### config.mk
export PLATFORM = sky130hd
export DESIGN_NAME = ispp_top
export DESIGN_NICKNAME = d
export VERILOG_FILES = /design/src/include/ispp_pkg.sv /design/src/hw/ispp_sync.sv /design/src/hw/ispp_top.sv
export SDC_FILE = /design/constraint.sdc
export NUM_CORES = 2
export LEC_CHECK = 0
export ABC_AREA = 1
export BUFFER_PORTS_ARGS = -buffer_cell sky130_fd_sc_hd__buf_2
export CORE_ASPECT_RATIO = 0.8
export CORE_UTILIZATION = 41
export CTS_CLUSTER_DIAMETER = 60
export CTS_CLUSTER_SIZE = 16
export DETAILED_ROUTE_END_ITERATION = 10
export HOLD_SLACK_MARGIN = 0.15
export PLACE_DENSITY = 0.69
export SYNTH_ARGS = -nofsm -noshare
export SYNTH_HDL_FRONTEND = slang
export SYNTH_SLANG_ARGS = --single-unit
### constraint.sdc
create_clock -name aclk -period 2.7 [get_ports aclk]
set_input_delay 0.135 -clock aclk [delete_from_list [all_inputs] [get_ports aclk]]
set_output_delay 0.135 -clock aclk [all_outputs]
set_load 0.03 [all_outputs]
### src/include/ispp_pkg.sv
// Package of constants and types for the test-port status and security block
// What this block does
// - Status extension output is high while both flash arrays sit in read mode.
// - Status extension output is low during any program, erase or array write.
// - Session open may select open-drain; status and error outputs then only pull low.
// - While secured, every memory read attempt is refused.
// - While secured, only full chip erase and the open, close and clear commands are accepted over the test port.
// - Full chip erase clears the security bit and leaves the part blank.
// - Each sector has a protect bit; a sector erase of a protected sector is not done and sets the error flag.
// - Delivered state: every memory array bit reads as one.
// - Delivered state: every configuration register bit is zero.
// - Port-enable bit 0 written one enables the port, zero disables it.
// - With dedicated pins, chip reset never disturbs test-port operations.
// - With software enable only, chip reset aborts and blocks port operations.
// - Pins are claimed by dedicate bit, software enable or pin-select term.
// - Any device reset clears the software enable bit; software may clear it.
// - Error output goes low on failure until clear command or reset after close.
// - Port-enable register sits at index C7h from the control register base.
package ispp_pkg;

   // -------------------------------------------------------------------------
   // Register map (index, byte address is four times the index)
   // -------------------------------------------------------------------------
   localparam logic [9:0] IDX_PORT_EN = 10'h0C7;
   localparam logic [9:0] IDX_IRQ_STATUS = 10'h0C8;
   localparam logic [9:0] IDX_IRQ_CLEAR = 10'h0C9;
   localparam logic [9:0] IDX_IRQ_ENABLE = 10'h0CA;
   localparam logic [9:0] IDX_STATE = 10'h0CB;
   localparam logic [1:0] RESP_OKAY = 2'h0;
   localparam logic [1:0] RESP_SLVERR = 2'h2;

   // -------------------------------------------------------------------------
   // Field positions
   // -------------------------------------------------------------------------
   localparam int PORT_EN_BIT = 0;
   localparam int EV_DONE = 0;
   localparam int EV_ERROR = 1;
   localparam int EV_REFUSED = 2;
   localparam int NUM_EV = 3;
   localparam int CFG_SECURE = 0;
   localparam int CFG_DEDICATE = 1;
   localparam int CFG_PROT_LSB = 2;
   localparam int CFG_W = 16;
   localparam int OD_BIT = 0;
   localparam int ADDR_LSB = 16;

   // -------------------------------------------------------------------------
   // Flash arrays: 8 primary and 4 secondary sectors
   // -------------------------------------------------------------------------
   localparam int NUM_SECT = 12;
   localparam int SECT_BYTES = 4;
   localparam int MEM_BYTES = NUM_SECT * SECT_BYTES;
   localparam int MEM_AW = 6;
   localparam int SECT_LSB = 2;
   localparam logic [7:0] ERASED_BYTE = 8'hFF;
   localparam logic [CFG_W-1:0] CFG_DELIVERED = 16'h0000;

   // -------------------------------------------------------------------------
   // Timing
   // -------------------------------------------------------------------------
   localparam int CLK_NS = 8;
   localparam int PROG_TIME_NS = 200;
   localparam int ERASE_TIME_NS = 800;
   localparam logic [7:0] PROG_CYC = 8'((PROG_TIME_NS + CLK_NS - 1) / CLK_NS);
   localparam logic [7:0] ERASE_CYC = 8'((ERASE_TIME_NS + CLK_NS - 1) / CLK_NS);

   // -------------------------------------------------------------------------
   // Test-port instructions
   // -------------------------------------------------------------------------
   localparam logic [7:0] IR_CAPTURE = 8'h01;
   localparam logic [7:0] CMD_OPEN = 8'hE8;
   localparam logic [7:0] CMD_CLOSE = 8'hE9;
   localparam logic [7:0] CMD_CLEAR = 8'hEA;
   localparam logic [7:0] CMD_CHIP_ERASE = 8'hEB;
   localparam logic [7:0] CMD_SECT_ERASE = 8'hEC;
   localparam logic [7:0] CMD_PROGRAM = 8'hED;
   localparam logic [7:0] CMD_READ = 8'hEE;
   localparam logic [7:0] CMD_CFG_WRITE = 8'hEF;

   typedef enum logic [3:0] {
      TAP_RESET = 4'h0, TAP_IDLE = 4'h1, TAP_SEL_DR = 4'h3, TAP_CAP_DR = 4'h2,
      TAP_SH_DR = 4'h6, TAP_EX1_DR = 4'h7, TAP_PA_DR = 4'h5,
      TAP_EX2_DR = 4'h4, TAP_UP_DR = 4'hC, TAP_SEL_IR = 4'hD,
      TAP_CAP_IR = 4'hF, TAP_SH_IR = 4'hE, TAP_EX1_IR = 4'hA,
      TAP_PA_IR = 4'hB, TAP_EX2_IR = 4'h9, TAP_UP_IR = 4'h8
   } ispp_tap_e;

endpackage

### src/hw/ispp_sync.sv
// Two-flop synchroniser for pin inputs
`timescale 1ns/1ns
module ispp_sync
#(
   parameter int W = 1,
   parameter logic [W-1:0] RST_VAL = '0
)
(
   input wire logic aclk,
   input wire logic aresetn,
   input wire logic [W-1:0] d,
   output logic [W-1:0] q
);
   logic [W-1:0] meta;

   always_ff @(posedge aclk)
   begin
      if (!aresetn)
      begin
         meta <= RST_VAL;
         q <= RST_VAL;
      end
      else
      begin
         meta <= d;
         q <= meta;
      end
   end
endmodule

### src/hw/ispp_top.sv
// Test-port control, flash status, security and port-enable register
//
// Chosen here: the address map and register access over AXI4-Lite.
`timescale 1ns/1ns
module ispp_top
   import ispp_pkg::*;
(
   input wire logic aclk,
   input wire logic aresetn,
   input wire logic [11:0] s_axi_awaddr,
   input wire logic s_axi_awvalid,
   output logic s_axi_awready,
   input wire logic [31:0] s_axi_wdata,
   input wire logic [3:0] s_axi_wstrb,
   input wire logic s_axi_wvalid,
   output logic s_axi_wready,
   output logic [1:0] s_axi_bresp,
   output logic s_axi_bvalid,
   input wire logic s_axi_bready,
   input wire logic [11:0] s_axi_araddr,
   input wire logic s_axi_arvalid,
   output logic s_axi_arready,
   output logic [31:0] s_axi_rdata,
   output logic [1:0] s_axi_rresp,
   output logic s_axi_rvalid,
   input wire logic s_axi_rready,
   input wire logic tck,
   input wire logic tms,
   input wire logic tdi,
   input wire logic chip_rst_n,
   input wire logic pin_select_term,
   output logic tdo,
   output logic tdo_oe,
   output logic isp_status_out,
   output logic isp_status_oe,
   output logic isp_error_out,
   output logic isp_error_oe,
   output logic pins_claimed,
   output logic irq
);

   // ----------------------------------------------------------------------
   // State
   // ----------------------------------------------------------------------
   typedef struct packed {
      ispp_tap_e tap;
      logic [7:0] ir;
      logic [31:0] dr;
      logic tck_q;
      logic tdo;
      logic tdo_oe;
      logic sess;
      logic od;
      logic closed;
      logic err;
      logic sw_en;
      logic [CFG_W-1:0] cfg;
      logic [MEM_AW-1:0] raddr;
      logic [7:0] busy_cnt;
      logic [MEM_BYTES-1:0][7:0] mem;
      logic [NUM_EV-1:0] ists;
      logic [NUM_EV-1:0] ien;
      logic irq;
      logic aw_got;
      logic w_got;
      logic [11:0] awaddr;
      logic [31:0] wdata;
      logic [3:0] wstrb;
      logic awready;
      logic wready;
      logic bvalid;
      logic [1:0] bresp;
      logic arready;
      logic rvalid;
      logic [1:0] rresp;
      logic [31:0] rdata;
      logic claimed;
      logic st_out;
      logic st_oe;
      logic er_out;
      logic er_oe;
   } ispp_state_s;

   ispp_state_s s;
   ispp_state_s n;
   logic [3:0] pins;

   ispp_sync #(.W(4), .RST_VAL(4'h8)) u_sync
   (
      .aclk(aclk),
      .aresetn(aresetn),
      .d({chip_rst_n, tck, tms, tdi}),
      .q(pins)
   );

   wire tck_s = pins[2];
   wire tms_s = pins[1];
   wire tdi_s = pins[0];
   wire chip_rst = !pins[3];

   // ----------------------------------------------------------------------
   // Test-port state walk
   // ----------------------------------------------------------------------
   function automatic ispp_tap_e tap_step(ispp_tap_e t, logic m);
      case (t)
         TAP_RESET: tap_step = m ? TAP_RESET : TAP_IDLE;
         TAP_IDLE: tap_step = m ? TAP_SEL_DR : TAP_IDLE;
         TAP_SEL_DR: tap_step = m ? TAP_SEL_IR : TAP_CAP_DR;
         TAP_CAP_DR: tap_step = m ? TAP_EX1_DR : TAP_SH_DR;
         TAP_SH_DR: tap_step = m ? TAP_EX1_DR : TAP_SH_DR;
         TAP_EX1_DR: tap_step = m ? TAP_UP_DR : TAP_PA_DR;
         TAP_PA_DR: tap_step = m ? TAP_EX2_DR : TAP_PA_DR;
         TAP_EX2_DR: tap_step = m ? TAP_UP_DR : TAP_SH_DR;
         TAP_UP_DR: tap_step = m ? TAP_SEL_DR : TAP_IDLE;
         TAP_SEL_IR: tap_step = m ? TAP_RESET : TAP_CAP_IR;
         TAP_CAP_IR: tap_step = m ? TAP_EX1_IR : TAP_SH_IR;
         TAP_SH_IR: tap_step = m ? TAP_EX1_IR : TAP_SH_IR;
         TAP_EX1_IR: tap_step = m ? TAP_UP_IR : TAP_PA_IR;
         TAP_PA_IR: tap_step = m ? TAP_EX2_IR : TAP_PA_IR;
         TAP_EX2_IR: tap_step = m ? TAP_UP_IR : TAP_SH_IR;
         default: tap_step = m ? TAP_SEL_DR : TAP_IDLE;
      endcase
   endfunction

   // ----------------------------------------------------------------------
   // Next state
   // ----------------------------------------------------------------------
   always_comb
   begin
      logic dedicated;
      logic secured;
      logic busy;
      logic rise;
      logic fall;
      logic blocked;
      logic [NUM_EV-1:0] ev;
      logic [MEM_AW-1:0] addr;
      logic [7:0] pdata;
      logic [3:0] sect;
      logic [9:0] widx;
      logic [9:0] ridx;
      n = s;
      dedicated = s.cfg[CFG_DEDICATE];
      secured = s.cfg[CFG_SECURE];
      busy = (s.busy_cnt != 8'h00);
      rise = tck_s && !s.tck_q;
      fall = !tck_s && s.tck_q;
      blocked = 1'b0;
      ev = '0;
      addr = s.dr[ADDR_LSB +: MEM_AW];
      pdata = s.dr[7:0];
      sect = addr[SECT_LSB +: 4];
      widx = s.awaddr[11:2];
      ridx = s_axi_araddr[11:2];
      n.tck_q = tck_s;

      // Flash cycle timer
      if (busy)
      begin
         n.busy_cnt = s.busy_cnt - 8'h01;
         ev[EV_DONE] = (s.busy_cnt == 8'h01);
      end

      // Pin ownership
      n.claimed = dedicated || s.sw_en || pin_select_term;

      if (!n.claimed || (chip_rst && !dedicated))
      begin
         n.tap = TAP_RESET;
         n.sess = 1'b0;
         if (chip_rst)
         begin
            n.busy_cnt = 8'h00;
         end
      end
      else if (rise)
      begin
         n.tap = tap_step(s.tap, tms_s);
         case (s.tap)
            TAP_RESET:
            begin
               n.ir = IR_CAPTURE;
            end
            TAP_CAP_IR:
            begin
               n.ir = IR_CAPTURE;
            end
            TAP_SH_IR:
            begin
               n.ir = {tdi_s, s.ir[7:1]};
            end
            TAP_CAP_DR:
            begin
               n.dr = 32'h0000_0000;
               if (s.ir == CMD_READ && !secured)
               begin
                  n.dr[7:0] = s.mem[s.raddr];
               end
               else if (s.ir == CMD_READ)
               begin
                  ev[EV_REFUSED] = 1'b1;
               end
            end
            TAP_SH_DR:
            begin
               n.dr = {tdi_s, s.dr[31:1]};
            end
            TAP_UP_DR:
            begin
               if (s.ir == CMD_OPEN)
               begin
                  n.sess = 1'b1;
                  n.closed = 1'b0;
                  n.od = s.dr[OD_BIT];
               end
               else if (!s.sess)
               begin
                  n.sess = 1'b0;
               end
               else if (s.ir == CMD_CLOSE)
               begin
                  n.sess = 1'b0;
                  n.closed = 1'b1;
               end
               else if (s.ir == CMD_CLEAR)
               begin
                  n.err = 1'b0;
               end
               else if (busy)
               begin
                  ev[EV_REFUSED] = 1'b1;
               end
               else if (s.ir == CMD_CHIP_ERASE)
               begin
                  n.mem = {MEM_BYTES{ERASED_BYTE}};
                  n.cfg = CFG_DELIVERED;
                  n.busy_cnt = ERASE_CYC;
               end
               else if (secured)
               begin
                  blocked = 1'b1;
               end
               else if (s.ir == CMD_SECT_ERASE)
               begin
                  if (32'(sect) >= NUM_SECT)
                  begin
                     ev[EV_REFUSED] = 1'b1;
                  end
                  else if (s.cfg[CFG_PROT_LSB + 32'(sect)])
                  begin
                     n.err = 1'b1;
                  end
                  else
                  begin
                     for (int i = 0; i < MEM_BYTES; i++)
                     begin
                        if (i / SECT_BYTES == 32'(sect))
                        begin
                           n.mem[i] = ERASED_BYTE;
                        end
                     end
                     n.busy_cnt = ERASE_CYC;
                  end
               end
               else if (s.ir == CMD_PROGRAM)
               begin
                  if (32'(addr) >= MEM_BYTES)
                  begin
                     ev[EV_REFUSED] = 1'b1;
                  end
                  else
                  begin
                     n.mem[addr] = s.mem[addr] & pdata;
                     if ((s.mem[addr] & pdata) != pdata)
                     begin
                        n.err = 1'b1;
                     end
                     n.busy_cnt = PROG_CYC;
                  end
               end
               else if (s.ir == CMD_READ)
               begin
                  n.raddr = addr;
               end
               else if (s.ir == CMD_CFG_WRITE)
               begin
                  n.cfg = s.cfg | s.dr[CFG_W-1:0];
                  n.busy_cnt = PROG_CYC;
               end
            end
            default:
            begin
               n.ir = s.ir;
            end
         endcase
      end
      else if (fall)
      begin
         n.tdo = (s.tap == TAP_SH_IR) ? s.ir[0] : s.dr[0];
      end
      if (blocked)
      begin
         ev[EV_REFUSED] = 1'b1;
      end
      ev[EV_ERROR] = n.err && !s.err;

      // Error held until clear, or chip reset after close
      if (chip_rst && s.closed)
      begin
         n.err = 1'b0;
         n.closed = 1'b0;
      end

      // Pin drive
      n.tdo_oe = n.claimed && n.sess;
      n.st_out = n.od ? 1'b0 : (n.busy_cnt == 8'h00);
      n.st_oe = n.sess && (!n.od || n.busy_cnt != 8'h00);
      n.er_out = n.od ? 1'b0 : !n.err;
      n.er_oe = n.sess && (!n.od || n.err);

      // ----------------------------------------------------------------
      // Register bus
      // ----------------------------------------------------------------
      if (s_axi_awvalid && s.awready)
      begin
         n.aw_got = 1'b1;
         n.awaddr = s_axi_awaddr;
      end
      if (s_axi_wvalid && s.wready)
      begin
         n.w_got = 1'b1;
         n.wdata = s_axi_wdata;
         n.wstrb = s_axi_wstrb;
      end
      if (s.bvalid && s_axi_bready)
      begin
         n.bvalid = 1'b0;
      end
      if (s.aw_got && s.w_got && !s.bvalid)
      begin
         n.aw_got = 1'b0;
         n.w_got = 1'b0;
         n.bvalid = 1'b1;
         n.bresp = RESP_OKAY;
         if (s.awaddr[1:0] != 2'h0)
         begin
            n.bresp = RESP_SLVERR;
         end
         else if (widx == IDX_PORT_EN)
         begin
            if (s.wstrb[0])
            begin
               n.sw_en = s.wdata[PORT_EN_BIT];
            end
         end
         else if (widx == IDX_IRQ_CLEAR)
         begin
            n.ists = s.ists & ~s.wdata[NUM_EV-1:0];
         end
         else if (widx == IDX_IRQ_ENABLE)
         begin
            if (s.wstrb[0])
            begin
               n.ien = s.wdata[NUM_EV-1:0];
            end
         end
         else if (widx != IDX_IRQ_STATUS && widx != IDX_STATE)
         begin
            n.bresp = RESP_SLVERR;
         end
      end
      n.awready = !n.aw_got && !n.bvalid;
      n.wready = !n.w_got && !n.bvalid;

      if (s.rvalid && s_axi_rready)
      begin
         n.rvalid = 1'b0;
      end
      if (s_axi_arvalid && s.arready)
      begin
         n.rvalid = 1'b1;
         n.rresp = RESP_OKAY;
         n.rdata = 32'h0000_0000;
         if (s_axi_araddr[1:0] != 2'h0)
         begin
            n.rresp = RESP_SLVERR;
         end
         else if (ridx == IDX_PORT_EN)
         begin
            n.rdata[PORT_EN_BIT] = s.sw_en;
         end
         else if (ridx == IDX_IRQ_STATUS)
         begin
            n.rdata[NUM_EV-1:0] = s.ists;
         end
         else if (ridx == IDX_IRQ_ENABLE)
         begin
            n.rdata[NUM_EV-1:0] = s.ien;
         end
         else if (ridx == IDX_STATE)
         begin
            n.rdata[6:0] = {busy, s.err, secured, s.sess, s.od, s.claimed,
                            dedicated};
         end
         else if (ridx != IDX_IRQ_CLEAR)
         begin
            n.rresp = RESP_SLVERR;
         end
      end
      n.arready = !n.rvalid;

      // Sticky events, set wins over clear
      n.ists = n.ists | ev;
      n.irq = |(n.ists & n.ien);

      // Any device reset drops the software enable
      if (chip_rst)
      begin
         n.sw_en = 1'b0;
      end

      if (!aresetn)
      begin
         n = '0;
         n.tap = TAP_RESET;
         n.ir = IR_CAPTURE;
         n.mem = {MEM_BYTES{ERASED_BYTE}};
         n.cfg = CFG_DELIVERED;
         n.er_out = 1'b1;
         n.st_out = 1'b1;
         n.tck_q = 1'b0;
      end
   end

   always_ff @(posedge aclk)
   begin
      s <= n;
   end

   // ----------------------------------------------------------------------
   // Outputs
   // ----------------------------------------------------------------------
   assign s_axi_awready = s.awready;
   assign s_axi_wready = s.wready;
   assign s_axi_bresp = s.bresp;
   assign s_axi_bvalid = s.bvalid;
   assign s_axi_arready = s.arready;
   assign s_axi_rdata = s.rdata;
   assign s_axi_rresp = s.rresp;
   assign s_axi_rvalid = s.rvalid;
   assign tdo = s.tdo;
   assign tdo_oe = s.tdo_oe;
   assign isp_status_out = s.st_out;
   assign isp_status_oe = s.st_oe;
   assign isp_error_out = s.er_out;
   assign isp_error_oe = s.er_oe;
   assign pins_claimed = s.claimed;
   assign irq = s.irq;

endmodule

==> flow_summary.json <==
{
  "met3_wirelength_um": 20300,
  "setup_viol": 77,
  "grt_max_degree": 191,
  "port_buffers": 61,
  "post-place-ws_ps": -273,
  "cts_tree": "built",
  "cts_sinks": 518,
  "power_density_nw_per_um2": 401,
  "grt_pass1_vias": 36600,
  "wire_per_inst_um": 20.5,
  "hold_viol_final": 0,
  "drc": 0,
  "ys_ff_latch": 518,
  "die_h_um": 263,
  "grt-ovfl-total": 0,
  "drt-met1-wl_um": 60400,
  "synth_top_cell_by_area": "dfxtp_1",
  "die_area_um2": 86200,
  "syn_inst": 5843,
  "mappedNetlistArea_um2": 34900,
  "synth_ff_type": "dfxtp_1",
  "setup_slack_ps": -88.9,
  "avgSynthCellArea_um2": 5.97,
  "worst-setup-path-type": "reg2reg",
  "synth_area_leaders": "dfxtp_1 30%, nand2_1 18%, a21oi_1 14%",
  "core_area_um2": 84000,
  "layout_common_cells": "1675 x nand2_1, 984 x a21oi_1, 508 x dfxtp_1",
  "initial_core_util_pct": 41.5,
  "drtIter0Drc": 6480,
  "top_layer_used": "met5",
  "ys_warn_count": 0,
  "worstPathArrival_ps": 3260,
  "area_growth_pct": 17.6,
  "rsz0062_at_grt": "yes",
  "clk-insertion-delay-late_ps": 650,
  "dpl.cell_count": 6826,
  "h-tree-depth": 2,
  "cts_buffers": 46,
  "synth-edff-count": 0,
  "fin_total_pwr_uw": 16500,
  "layout_commonest_cell": "nand2_1",
  "finalNetCount": 5957,
  "async_reset_ff_share_pct": 0,
  "via_count": 41800,
  "antenna_cells": 0,
  "wl_um": 144000,
  "relSlewSlack_pct": 22.4,
  "ys_seq_area_share_pct": 29.7,
  "cts-root-buf": "clkbuf_16",
  "final.min_clock_period_ps": 2790,
  "antenna_found_initial": 1,
  "stdcell_count": 7027,
  "num_rows": 95,
  "final_cell_area_um2": 41000,
  "grt_pass1_wl_um": 216000,
  "drive_gt1_share_pct": 11.0,
  "start_kind": "register",
  "grt_usage_pct": 31.2,
  "worstMarginPinSlew_ps": 1160,
  "routabilityCongestion": 0.989,
  "tns_ps": -2590,
  "violations": "negative setup slack",
  "fp.dieW_um": 328,
  "synth_top_area_share_pct": 29.7,
  "slew_violations": 0,
  "clk_pin_slew_ps": 70,
  "dpl_cell_area_um2": 37500,
  "fin_crit_sh_pct": 103,
  "fmax_ghz": 0.359,
  "dpl.hpwl_um": 88800,
  "met2_length_um": 58800,
  "finalClockSkew_ps": 32.2,
  "hold_path.class": "in2reg",
  "p_leak_uw": 0.0188,
  "critPathCaptureType": "register",
  "yosysUniqueCellTypes": 50,
  "clock_path_buffers": 3,
  "critPathMaxFanout": 14,
  "ir_drop_mv": 0.597,
  "detail-route-antenna-nets": 0,
  "outcome": "finished, violations left",
  "io_pins": 121,
  "crit_required_ps": 3180,
  "dr.pass1.iters": 8,
  "drv_cap": 0,
  "viasPerCell": 5.96
}
-- synthesized netlist by cell type (all sizes together) (22+ instances only) --
cell	number
a21oi	991
buf	254
clkbuf	257
dfxtp	518
inv	465
nand2	1718
nand3	249
nand4	22
nor2	438
o211ai	94
o21ai	370
o22ai	390
-- what timing repair did --
action / in CTS / in global routing
pin swaps: 0 / 22
hold buffers: 85 / 1
cloned: 4 / 9
resized for setup: 49 / 102
buffers inserted: 1 / 26
endpoints found under the setup margin: 389 / 403
endpoints found under the hold margin: 115 / 31
-- cell families (layout without fill, tap and decap cells) --
family / after synthesis / count (layout) / share of synthesized area [%]
buffers and inverters: 983 / 1026 / 12.2
and+or+nand+nor: 2450 / 2450 / 28.4
xor gates and xnor gates: 2 / 2 / 0.0502
adders and majority gates: 3 / 3 / 0.108
other: 1 / 27 / 0.0108
DFF: 518 / 518 / 29.7
AOI/OAI and AO/OA: 1886 / 1886 / 29.5
-- state kept, by name (all words and copies together), names as in the netlist, 4 cells and up --
name         flops
s              488
s_axi_rdata      7
u_sync.meta      4
u_sync.q         4
-- critical path, cell delays in order, from the launching register on --
cell and delay [ps]:
dfxtp_4 400, buf_12 170, buf_4 150, buf_12 140, o211ai_1 270, nand2_1 80, o21ai_1 180, nand2_1 100
nor2_2 210, nand2_2 110, nand2_4 130, buf_12 160, buf_12 120, nand2_1 40, nand2_1 50, a21oi_1 60
o22ai_1 160, nand2_1 70
-- metrics by stage --
step / util [%] / hold WS [ps]
global route: 48.8 / 219
detailed placement: 44.6 / 325
floorplan: - / 233
finish: 48.8 / 150
global placement: 44.6 / 325
CTS: 47.8 / -192
-- final cells by class --
| class | count | area, um^2 |
|---|---|---|
| clock buffer | 55 | 1240 |
| inverter | 472 | 1800 |
| timing repair buffer | 476 | 5080 |
| clock inverter | 23 | 359 |
| sequential | 518 | 10400 |
| tap | 1115 | 1400 |
| multi-input combinational | 4368 | 20700 |
| fill | 8394 | 43000 |
-- path summary, 6_finish.rpt --
kind | start | depth (start not counted) | slack [ps] | end
worst max-delay path | s[541]$_SDFFE_PN0P_ | 17 | -90 | s[482]$_SDFFE_PN1P_
worst min register to register | u_sync.meta[3]$_SDFF_PN1_ | 1 | 420 | u_sync.q[3]$_SDFF_PN1_
worst min-delay path | s_axi_araddr[10] | 6 | 150 | s_axi_rdata[2]$_SDFFE_PN0P_
worst max register to register | s[541]$_SDFFE_PN0P_ | 17 | -90 | s[482]$_SDFFE_PN1P_
-- power breakdown --
part	switching, uW	total, uW	internal (uW)
Clock	3460	7440	3980
Combinational	806	1240	439
Sequential	58.8	7770	7710
-- metal layers --
layer | vias to the layer above | global-route usage (%)
li1 | 19500 | -
met3 | 343 | 7.30
met2 | 2803 | 43.9
met5 | - | 0
met1 | 19200 | 45.9
met4 | 2 | 10.2
(Power assumes the default switching activity.)
